<file path="config.mk">
export PLATFORM = sky130hd
export DESIGN_NAME = cfgl_top
export DESIGN_NICKNAME = d
export VERILOG_FILES = /design/src/cfgl_pkg.sv /design/src/cfgl_sync.sv /design/src/cfgl_top.sv
export SDC_FILE = /design/constraint.sdc
export NUM_CORES = 1
export LEC_CHECK = 0
export BUFFER_PORTS_ARGS = -buffer_cell sky130_fd_sc_hd__clkbuf_2
export CAP_MARGIN = 15
export CORE_MARGIN = 3
export CORE_UTILIZATION = 53
export DETAILED_ROUTE_END_ITERATION = 8
export GPL_TIMING_DRIVEN = 0
export HOLD_SLACK_MARGIN = 0.1
export PLACE_DENSITY = 0.87
export SKIP_LAST_GASP = 1
export SLEW_MARGIN = 20
export SYNTH_ARGS = -nofsm -noshare
export SYNTH_HDL_FRONTEND = slang
export SYNTH_SLANG_ARGS = --single-unit
</file>
<file path="constraint.sdc">
create_clock -name i_core_clk -period 4.8 [get_ports i_core_clk]
set_input_delay 0.48 -clock i_core_clk [delete_from_list [all_inputs] [get_ports i_core_clk]]
set_output_delay 0.48 -clock i_core_clk [all_outputs]
set_load 0.03 [all_outputs]
</file>
<file path="src/cfgl_pkg.sv">
package cfgl_pkg;

  // bus geometry
  localparam int          CFGL_ADDR_W = 8;
  localparam int          CFGL_DATA_W = 32;

  // register byte offsets
  localparam logic [7:0]  CFGL_ADDR_OUT_EN     = 8'h00;
  localparam logic [7:0]  CFGL_ADDR_EVT_STATUS = 8'h04;
  localparam logic [7:0]  CFGL_ADDR_EVT_MASK   = 8'h08;
  localparam logic [7:0]  CFGL_ADDR_STATE      = 8'h0C;

  // event status / mask layout
  localparam int          CFGL_EVT_W           = 2;
  localparam int          CFGL_EVT_LOSS_BIT    = 0;
  localparam int          CFGL_EVT_RESTORE_BIT = 1;
  localparam logic [1:0]  CFGL_EVT_STATUS_RST  = 2'h0;
  localparam logic [1:0]  CFGL_EVT_MASK_RST    = 2'h0;

  // state register layout
  localparam int          CFGL_ST_PRESENT_BIT  = 0;
  localparam int          CFGL_ST_PARKED_BIT   = 1;
  localparam int          CFGL_ST_PIN_BIT      = 2;
  localparam int          CFGL_ST_GATE_LSB     = 8;

  // output enable reset value: every output enabled
  localparam logic [15:0] CFGL_OUT_EN_RST      = 16'hFFFF;

  // output count defaults
  localparam int          CFGL_NUM_OUT         = 8;
  localparam int          CFGL_NUM_PIN         = 8;

  // timing: loss interval in ns, core period in ps, derived cycle counts
  localparam int          CFGL_CLK_PERIOD_PS   = 5000;
  localparam int          CFGL_LOSS_TIME_NS    = 100;
  localparam int          CFGL_LOSS_CYCLES     = (CFGL_LOSS_TIME_NS * 1000) / CFGL_CLK_PERIOD_PS;
  localparam int          CFGL_PRESENT_EDGES   = 4;

  // detector states
  typedef enum logic {
    DET_ABSENT,
    DET_PRESENT
  } cfgl_det_e;

  // apb request from the master
  typedef struct packed {
    logic                   psel;
    logic                   penable;
    logic                   pwrite;
    logic [CFGL_ADDR_W-1:0] paddr;
    logic [CFGL_DATA_W-1:0] pwdata;
  } cfgl_apb_req_s;

  // apb answer to the master
  typedef struct packed {
    logic [CFGL_DATA_W-1:0] prdata;
    logic                   pready;
    logic                   pslverr;
  } cfgl_apb_rsp_s;

endpackage

</file>
<file path="src/cfgl_sync.sv">
`timescale 1ns/10ps
module cfgl_sync
  import cfgl_pkg::*;
#(
  parameter int W = 1
)(
  // clock and reset
  input  wire logic         i_core_clk,
  input  wire logic         i_reset_n,
  // asynchronous level in, synchronised level out
  input  wire logic [W-1:0] i_async,
  output logic      [W-1:0] o_sync
);

  logic [W-1:0] meta_r;

  // two stages; the first is read by the second only
  always_ff @(posedge i_core_clk or negedge i_reset_n)
  begin
    if (!i_reset_n)
    begin
      meta_r <= '0;
      o_sync <= '0;
    end
    else
    begin
      meta_r <= i_async;
      o_sync <= meta_r;
    end
  end

endmodule // cfgl_sync

</file>
<file path="src/cfgl_top.sv">
// Design decisions made here: the placing of the registers and the APB register port.
`timescale 1ns/10ps
module cfgl_top
  import cfgl_pkg::*;
#(
  parameter int NUM_OUT     = CFGL_NUM_OUT,
  parameter int NUM_PIN     = CFGL_NUM_PIN,
  parameter bit BANKED      = 1'b0,
  parameter bit HAS_BUS     = 1'b1,
  parameter int LOSS_CYCLES = CFGL_LOSS_CYCLES,
  parameter int PRES_EDGES  = CFGL_PRESENT_EDGES
)(
  // clock and reset
  input  wire logic               i_core_clk,
  input  wire logic               i_reset_n,
  // apb slave
  input  wire cfgl_apb_req_s      i_apb,
  output cfgl_apb_rsp_s           o_apb,
  // reference input clock, sampled as a pin
  input  wire logic               i_reference_input_clock,
  // active-low enable pins
  input  wire logic [NUM_PIN-1:0] i_pin_output_gate_n,
  // open-drain absence pin
  input  wire logic               i_clock_absent_n_pin_i,
  output logic                    o_clock_absent_n_pin_o,
  output logic                    o_clock_absent_n_pin_oe,
  // gated clock output pairs
  output logic [NUM_OUT-1:0]      o_clk_p,
  output logic [NUM_OUT-1:0]      o_clk_n,
  // interrupt
  output logic                    o_irq
);

  localparam int GAP_W = $clog2(LOSS_CYCLES + 1);
  localparam int EDG_W = $clog2(PRES_EDGES + 1);
  localparam int PER_PIN = (NUM_OUT + NUM_PIN - 1) / NUM_PIN;

  // output index to controlling pin index
  function automatic int pin_of(input int idx);
    pin_of = BANKED ? (idx / PER_PIN) : (idx % NUM_PIN);
  endfunction

  // synchronised pin levels
  logic                ref_s2;
  logic [NUM_PIN-1:0]  pin_n_s2;
  logic                abs_pin_s2;

  // state
  logic                ref_s3_r;
  cfgl_det_e           det_r;
  cfgl_det_e           det_nxt;
  logic [GAP_W-1:0]    gap_r;
  logic [GAP_W-1:0]    gap_nxt;
  logic [EDG_W-1:0]    edg_r;
  logic [EDG_W-1:0]    edg_nxt;
  logic [NUM_OUT-1:0]  out_en_r;
  logic [NUM_OUT-1:0]  gate_r;
  logic [NUM_OUT-1:0]  gate_nxt;
  logic [CFGL_EVT_W-1:0] evt_r;
  logic [CFGL_EVT_W-1:0] evt_nxt;
  logic [CFGL_EVT_W-1:0] mask_r;
  logic                pready_r;

  // pins cross into the core clock domain
  cfgl_sync #(.W(NUM_PIN + 2)) u_sync (
    .i_core_clk (i_core_clk),
    .i_reset_n  (i_reset_n),
    .i_async    ({i_clock_absent_n_pin_i, i_pin_output_gate_n, i_reference_input_clock}),
    .o_sync     ({abs_pin_s2, pin_n_s2, ref_s2})
  );

  // edge detection on the synchronised reference
  wire logic ref_edge = ref_s2 ^ ref_s3_r;
  wire logic ref_rise = ref_s2 & ~ref_s3_r;
  wire logic ref_fall = ~ref_s2 & ref_s3_r;
  wire logic gap_full = (gap_r == GAP_W'(LOSS_CYCLES - 1)) & ~ref_edge;

  // presence detector: count idle cycles and qualifying rising edges
  always_comb
  begin
    det_nxt = det_r;
    gap_nxt = ref_edge ? '0 : (gap_full ? gap_r : gap_r + GAP_W'(1));
    edg_nxt = edg_r;
    case (det_r)
      DET_ABSENT:
      begin
        if (gap_full)
          edg_nxt = '0;                                          // stale edges do not count
        else if (ref_rise)
        begin
          edg_nxt = edg_r + EDG_W'(1);
          if (edg_r == EDG_W'(PRES_EDGES - 1))
          begin
            det_nxt = DET_PRESENT;
            edg_nxt = '0;
          end
        end
      end
      DET_PRESENT:
      begin
        if (gap_full)
          det_nxt = DET_ABSENT;
      end
      default:
        det_nxt = DET_ABSENT;
    endcase
  end

  wire logic loss_evt    = (det_r == DET_PRESENT) & (det_nxt == DET_ABSENT);
  wire logic restore_evt = (det_r == DET_ABSENT) & (det_nxt == DET_PRESENT);

  // detector registers; reset starts absent so the pin is low
  always_ff @(posedge i_core_clk or negedge i_reset_n)
  begin
    if (!i_reset_n)
    begin
      det_r    <= DET_ABSENT;
      gap_r    <= '0;
      edg_r    <= '0;
      ref_s3_r <= 1'b0;
    end
    else
    begin
      det_r    <= det_nxt;
      gap_r    <= gap_nxt;
      edg_r    <= edg_nxt;
      ref_s3_r <= ref_s2;
    end
  end

  // open-drain pin: data always low, enable while absent
  always_ff @(posedge i_core_clk or negedge i_reset_n)
  begin
    if (!i_reset_n)
    begin
      o_clock_absent_n_pin_o  <= 1'b0;
      o_clock_absent_n_pin_oe <= 1'b1;
    end
    else
    begin
      o_clock_absent_n_pin_o  <= 1'b0;
      o_clock_absent_n_pin_oe <= (det_nxt == DET_ABSENT);
    end
  end

  // parked internal input: both legs forced low while the clock is judged absent,
  // so a stopped reference never leaves the complement leg sitting high
  wire logic ref_parked     = ref_s2 & (det_r == DET_PRESENT);
  wire logic ref_parked_inv = ~ref_s2 & (det_r == DET_PRESENT);

  // per-output request and glitch-free gate
  genvar gi;
  generate
    for (gi = 0; gi < NUM_OUT; gi++)
    begin : g_gate
      wire logic bus_ok = HAS_BUS ? out_en_r[gi] : 1'b1;
      wire logic pin_ok = ~pin_n_s2[pin_of(gi)];
      wire logic req    = bus_ok & pin_ok;
      // gate moves only on a falling reference edge, when the level is low
      assign gate_nxt[gi] = ref_fall ? req : gate_r[gi];
    end
  endgenerate

  // gate and output pairs; a closed gate holds both legs low
  always_ff @(posedge i_core_clk or negedge i_reset_n)
  begin
    if (!i_reset_n)
    begin
      gate_r  <= '0;
      o_clk_p <= '0;
      o_clk_n <= '0;
    end
    else
    begin
      gate_r  <= gate_nxt;
      o_clk_p <= gate_r & {NUM_OUT{ref_parked}};
      o_clk_n <= gate_r & {NUM_OUT{ref_parked_inv}};
    end
  end

  // apb decode; one wait state keeps pready and prdata registered
  wire logic acc     = i_apb.psel & i_apb.penable;
  wire logic wr_take = acc & i_apb.pwrite & pready_r;
  wire logic sel_en  = (i_apb.paddr == CFGL_ADDR_OUT_EN) & HAS_BUS;
  wire logic sel_st  = (i_apb.paddr == CFGL_ADDR_EVT_STATUS);
  wire logic sel_msk = (i_apb.paddr == CFGL_ADDR_EVT_MASK);
  wire logic sel_sta = (i_apb.paddr == CFGL_ADDR_STATE);
  wire logic mapped  = sel_en | sel_st | sel_msk | sel_sta;
  wire logic [CFGL_EVT_W-1:0] evt_clr = (wr_take & sel_st) ? i_apb.pwdata[CFGL_EVT_W-1:0] : '0;
  wire logic [CFGL_EVT_W-1:0] evt_set = {restore_evt, loss_evt};

  // sticky events: a set in the clearing cycle wins
  assign evt_nxt = (evt_r & ~evt_clr) | evt_set;

  // read data mux
  logic [CFGL_DATA_W-1:0] rd_data;
  always_comb
  begin
    rd_data = '0;
    if (sel_en)
      rd_data[NUM_OUT-1:0] = out_en_r;
    else if (sel_st)
      rd_data[CFGL_EVT_W-1:0] = evt_r;
    else if (sel_msk)
      rd_data[CFGL_EVT_W-1:0] = mask_r;
    else if (sel_sta)
    begin
      rd_data[CFGL_ST_PRESENT_BIT] = (det_r == DET_PRESENT);
      rd_data[CFGL_ST_PARKED_BIT]  = (det_r == DET_ABSENT);
      rd_data[CFGL_ST_PIN_BIT]     = abs_pin_s2;
      rd_data[CFGL_ST_GATE_LSB +: NUM_OUT] = gate_r;
    end
  end

  // bus handshake and answer
  always_ff @(posedge i_core_clk or negedge i_reset_n)
  begin
    if (!i_reset_n)
    begin
      pready_r <= 1'b0;
      o_apb    <= '0;
    end
    else
    begin
      pready_r       <= acc & ~pready_r;
      o_apb.pready   <= acc & ~pready_r;
      o_apb.pslverr  <= acc & ~pready_r & ~mapped;               // unmapped answers an error
      o_apb.prdata   <= (acc & ~pready_r & ~i_apb.pwrite) ? rd_data : '0;
    end
  end

  // software registers
  always_ff @(posedge i_core_clk or negedge i_reset_n)
  begin
    if (!i_reset_n)
    begin
      out_en_r <= CFGL_OUT_EN_RST[NUM_OUT-1:0];
      evt_r    <= CFGL_EVT_STATUS_RST;
      mask_r   <= CFGL_EVT_MASK_RST;
      o_irq    <= 1'b0;
    end
    else
    begin
      if (wr_take & sel_en)
        out_en_r <= i_apb.pwdata[NUM_OUT-1:0];
      if (wr_take & sel_msk)
        mask_r <= i_apb.pwdata[CFGL_EVT_W-1:0];
      evt_r <= evt_nxt;
      o_irq <= |(evt_nxt & mask_r);                              // level, follows status
    end
  end
endmodule // cfgl_top

</file>
* Word-level counts from Yosys, hierarchy flattened *
Cells that the tools add are included.

cells by class
  $add $sub $neg = 2
  bitwise logic cells = 50
  eq/ne operators = 6
  reduce and logical (&&, ||, !) cells = 4
  mux-type cells = 23

operator list
  kind                   number
  $mux W8                4
  $and A1 B1 Y1          24
  $and A8 B8 Y8          2
  $eq A8 B4 Y1 const B   2
  $mux W16               1
  $not A1 Y1             16
  $mux W3                5
  $mux W5                3
  $eq A8 B3 Y1 const B   1
  $logic_not A8 Y1       1
  $mux W1                6
  $mux W2                3
  $add A5 B1 Y5 const B  1
  $eq A5 B5 Y1 const B   1
  $and A2 B2 Y2          2
  $add A3 B1 Y3 const B  1
  $eq A3 B2 Y1 const B   1
  $or A1 B1 Y1           3
  $ne A2 B2 Y1 const B   1
  $not A2 Y2             1
  $or A2 B2 Y2           1
  $pmux W1 S2            1
  $reduce_and A2 Y1      1
  $reduce_bool A2 Y1     1
  other kinds (2)        2

storage, ports and cells
  output and inout port bits = 53
  register bits after elaboration = 86
  bits of input ports = 55
  logic and storage cells = 102

* Longest topological paths before layout *
  word-level depth = 10
  mapped depth = 7
  gate-level depth less buffers = 6

* Cells and area by module *
A second synthesis with hierarchy kept.

second synthesis, totals
  cell total of the unflattened synthesis = 241
  area, all modules = 3263.1 um^2

modules (own cells, without submodules)
  module     cells an instance  sequential area each (um^2)  area an instance (um^2)  times used
  cfgl_top   221                1662.8                       2762.6                   1
  cfgl_sync  20                 500.5                        500.5                    1

* Worst setup path before layout *
No wires, ideal clock.

  kind = in2reg
  from = input i_apb[33] (netlist bit)
  to = register out_en_r[0]
  cell stages on the path = 5
  path buffers = 1
  data required time = 4.718 ns
  arrival = 2.158 ns
  setup time = 0.082 ns
  setup slack = 2.559 ns
  cells stage by stage = or4_4 -> or2_4 -> or4_4 -> buf_6 -> mux2_4

on the way
  longest elaborated chain between the ends = 2

RTL lines
  element               RTL line         source
  start, declared       cfgl_top.sv:17   input wire cfgl_apb_req_s i_apb,
  $logic_not A8 Y1      cfgl_top.sv:184  wire logic sel_en = (i_apb.paddr == CFGL_ADDR_OUT_EN) & HAS_BUS;
  $and A1 B1 Y1         cfgl_top.sv:244  if (wr_take & sel_en)
  end signal, assigned  cfgl_top.sv:237  out_en_r <= CFGL_OUT_EN_RST[NUM_OUT-1:0];
  end signal, assigned  cfgl_top.sv:245  out_en_r <= i_apb.pwdata[NUM_OUT-1:0];
  end, declared         cfgl_top.sv:56   logic [NUM_OUT-1:0] out_en_r;

Every way passes these cells.
A chain may end at the register's enable or synchronous reset.

* Worst setup path after layout *
  from = register u_sync.o_sync[0]
  to = register o_irq

on the way
  longest elaborated chain between the ends = 10
  elaborated cells on any way between the ends = 14
  classes of those cells = mux: 4; bitwise: 9; reduce/logical: 1

RTL lines
  element                            RTL line                         source
  start, declared                    cfgl_sync.sv:12                  output logic [W-1:0] o_sync
  start signal, assigned             cfgl_sync.sv:28                  o_sync <= meta_r;
  $xor A1 B1 Y1                      cfgl_top.sv:73                   wire logic ref_edge = ref_s2 ^ ref_s3_r;
  $not A1 Y1                         cfgl_top.sv:76                   wire logic gap_full = (gap_r == GAP_W'(LOSS_CYCLES - 1)) & ~ref_edge;
  $and A1 B1 Y1                      cfgl_top.sv:76
  $mux W1, on equally long branches  cfgl_top.sv:101, cfgl_top.sv:87
  $pmux W1 S2 (*)                    cfgl_top.sv:84                   case (det_r)
  $not A1 Y1                         cfgl_top.sv:109                  wire logic loss_evt = (det_r == DET_PRESENT) & (det_nxt == DET_ABSENT);
  $and A1 B1 Y1                      cfgl_top.sv:109
  $or A2 B2 Y2 (*)                   cfgl_top.sv:193                  assign evt_nxt = (evt_r & ~evt_clr) | evt_set;
  $and A2 B2 Y2 (*)                  cfgl_top.sv:249                  o_irq <= |(evt_nxt & mask_r);
  $reduce_or A2 Y1 (*)               cfgl_top.sv:249
  end signal, assigned               cfgl_top.sv:249
  end, declared                      cfgl_top.sv:31                   output logic o_irq

Every way passes the cells marked *; elsewhere a longest branch is shown, timed or not.

==> metrics.md <==
| Metric | Value |
|---|---|
| Top cell type by total area after synthesis | `dfrtp_1` |
| Post-CTS Resized | `0` |
| First-pass GRT wire length | `9.36 mm` |
| Post-DP HPWL | `4.18 mm` |
| Starting Density | `56.8%` |
| R2R depth | `6` |
| Die ar. | `7090 sq um` |
| Top post-synthesis cells by area | `dfrtp_1 59%, dfstp_2 7.3%, buf_4 4.2%` |
| # IOs | `108` |
| Worst slew margin | `39.5%` |
| Max-cap violations | `0` |
| Net count, final | `397` |
| Port bufs | `64` |
| Maximum net fanout on the critical path | `9` |
| Die width | `84.2 um` |
| CTS tree | `done` |
| Unrepaired setup endpoints after global routing | `no` |
| Tightest Pin Transition | `895 ps` |
| Placed cells | `399` |
| Status | `finished clean` |
| Syn_area_per_cell | `13.2 sq um` |
| Post-DRT Antenna Nets | `0` |
| Type of origin of the critical path | `register` |
| DR vias/cell | `4.84` |
| Worst min-delay path class | `input pin to asynchronous set/reset pin` |
| Non-filler cells in the finished layout | `415` |
| Max Slew Vio Count | `0` |
| Number of fill cells | `432` |
| TritonCTS Sinks | `86` |
| Peak VDD IR | `0.220 mV` |
| Hold Fails Final Rpt | `0` |
| Share of layout cells above drive strength 1 | `36.4%` |
| Vias in the first global route | `1980` |
| DP Area | `3730 sq um` |
| WS Path Type | `register to register` |
| Leakage power | `1.97 nW` |
| CP Capture Type | `register` |
| Antenna violations before repair | `0` |
| Routability Congestion | `0.820` |
| Final TNS setup | `0 ps` |
| Worst-Skew Late Latency | `340 ps` |
| Final Critical Period | `2350 ps` |
| Final Cycle Share | `49.1%` |
| Worst R2R Start | `u_sync.o_sync[0]$_DFF_PN0_` |
| Final WL | `5.59 mm` |
| Sequential area share after synthesis | `66.8%` |
| Hold_buf cts | `0` |
| Clock skew | `6.15 ps` |
| PwrDens | `361 nW/um^2` |
| Commonest non-fill, non-tap cell in the layout | `dfrtp_1` |
| CP Data Required Time | `5030 ps` |
| TritonCTS Buffers | `9` |
| Yosys cell types | `41` |
| # setup viols final | `0` |
| RR Endpoint | `o_irq$_DFF_PN0_` |
| Area of the multi-input gates | `908 sq um` |
| Most frequent cells in the layout | `77 x dfrtp_1, 63 x clkbuf_2, 25 x nor3_1` |
| TritonRoute pass-1 iters | `4` |
| Register Area | `2160 sq um` |
| Clk slew on worst S/H paths | `80 ps` |
| Drt drc | `0` |
| Initial detailed-routing violation count | `81` |
| Design area | `3920 sq um` |
| R2R setup slack | `2450 ps` |
| Post-CTS Setup Bufs | `0` |
| Syn Std Cell Area | `3240 sq um` |
| H-tree depth | `3` |
| Remaining Overflow, GRT | `0` |
| Largest net degree at the start of global routing | `45` |
| Fmax | `0.425 GHz` |
| Post-synthesis register bit count | `86` |
| Root Buffer | `clkbuf_8` |
| Cell Rows | `27` |
| Core footprint | `5710 sq um` |
| Die height | `84.2 um` |
| Wire per inst | `13.5 um` |
| All-Layer GR Usage | `16.8%` |
| Clk buf depth | `2` |
| Worst endpoint data arrival time | `2580 ps` |
| Synth top area share | `59.5%` |
| Routed vias | `2010` |
| P&R area growth vs syn | `20.9%` |
| Synthesis Warnings | `0` |
| N_diodes | `0` |
| Cells after Synth | `246` |
==> logic make-up after synthesis <==
logic type | count (synthesis) | share of synthesized area (%)
compound gates | 23 | 4.32
xor+xnor | 3 | 0.811
fa+ha+maj | 4 | 1.54
buf+inv | 41 | 7.07
flops | 86 | 66.8
mux | 13 | 6.10
other cells | 1 | 0.116
simple gates | 75 | 13.3
==> layer usage <==
layer  vias to the layer above  share of wire (%)  GRT usage [%]
li1                        981                  -              -
met1                       947                 45           24.1
met2                        72                 46           24.8
met3                        10                6.7           2.75
met4                         0                1.5           8.77
met5                         -                  0              0
==> state kept, by name, indices dropped and copies added (netlist names), 2 cells and up <==
signal	flops
o_apb	17
u_sync.o_sync	10
evt_r	2
edg_r	3
o_clk_p	8
mask_r	2
gate_r	8
o_clk_n	8
u_sync.meta_r	10
gap_r	5
out_en_r	8
==> through the flow <==
stage | total power, mW | hold slack [ps] | util (%) | setup slack (ps)
2_1_floorplan | 0.914 | 184 | - | 2560
3_3_place_gp | 0.960 | 334 | 65.0 | 2430
3_5_place_dp | 0.970 | 336 | 65.4 | 2420
4_1_cts | 1.42 | 161 | 68.6 | 2460
5_1_grt | 1.48 | 190 | 68.6 | 2220
6_report | 1.42 | 148 | 68.6 | 2450
==> how the worst max path moves through the flow <==
stage	start	end	slack (ps)	depth (start not counted)
2_1_floorplan	i_apb[33]	out_en_r[0]$_DFFE_PN1P_	2560	5
3_3_place_gp	i_apb[33]	out_en_r[6]$_DFFE_PN1P_	2430	6
3_5_place_dp	i_apb[33]	out_en_r[4]$_DFFE_PN1P_	2420	6
4_1_cts	u_sync.o_sync[0]$_DFF_PN0_	o_irq$_DFF_PN0_	2460	6
5_1_grt	u_sync.o_sync[0]$_DFF_PN0_	edg_r[0]$_DFFE_PN0P_	2220	7
6_report	u_sync.o_sync[0]$_DFF_PN0_	o_irq$_DFF_PN0_	2450	6
==> cell type report <==
| cell class | instances | area share (%) |
|---|---|---|
| Sequential cell | 86 | 55.2 |
| Multi-Input combinational cell | 135 | 23.2 |
| Clock inverter | 5 | 0.862 |
| Inverter | 15 | 1.44 |
| Tap cell | 72 | 2.30 |
| Buffer | 26 | 4.41 |
| Timing Repair Buffer | 65 | 8.75 |
| Clock buffer | 11 | 3.86 |
==> cells in the mapped netlist <==
| library cell | count |
|---|---|
| a21o_1 | 2 |
| a21oi_1 | 3 |
| a22o_1 | 1 |
| a311o_1 | 1 |
| a31oi_1 | 1 |
| and2_1 | 7 |
| and4_1 | 1 |
| buf_4 | 18 |
| buf_6 | 1 |
| clkbuf_1 | 7 |
| clkinv_1 | 2 |
| conb_1 | 1 |
| dfrtp_1 | 77 |
| dfstp_2 | 9 |
| ha_1 | 4 |
| inv_1 | 13 |
| mux2_2 | 2 |
| mux2_4 | 8 |
| mux2i_1 | 1 |
| mux4_2 | 2 |
| nand2_1 | 10 |
| nand2b_1 | 2 |
| nand3_1 | 4 |
| nand3b_1 | 8 |
| nand4_1 | 2 |
| nor2_1 | 5 |
| nor2b_1 | 3 |
| nor3_1 | 25 |
| nor4_1 | 1 |
| nor4b_1 | 1 |
| nor4bb_1 | 1 |
| o2111ai_1 | 1 |
| o21a_1 | 2 |
| o21ai_0 | 11 |
| o22ai_1 | 1 |
| or2_2 | 1 |
| or2_4 | 1 |
| or4_4 | 2 |
| or4b_1 | 1 |
| xnor2_1 | 2 |
| xor2_1 | 1 |
==> worst max-delay path, stage by stage (launching register included) <==
cell,delay [ps]
dfrtp_1,390
clkbuf_1,330
clkinv_1,330
ha_1,440
and4_1,200
clkbuf_1,170
a311o_1,380
==> where the power goes <==
part           leakage (nW)  switching (mW)  internal [mW]
Sequential             1.11          0.0261          0.762
Clock                0.0913           0.244          0.215
Combinational         0.776           0.106         0.0615
Total                  1.97           0.376           1.04
Note: power is estimated with default switching activity, not from simulation.
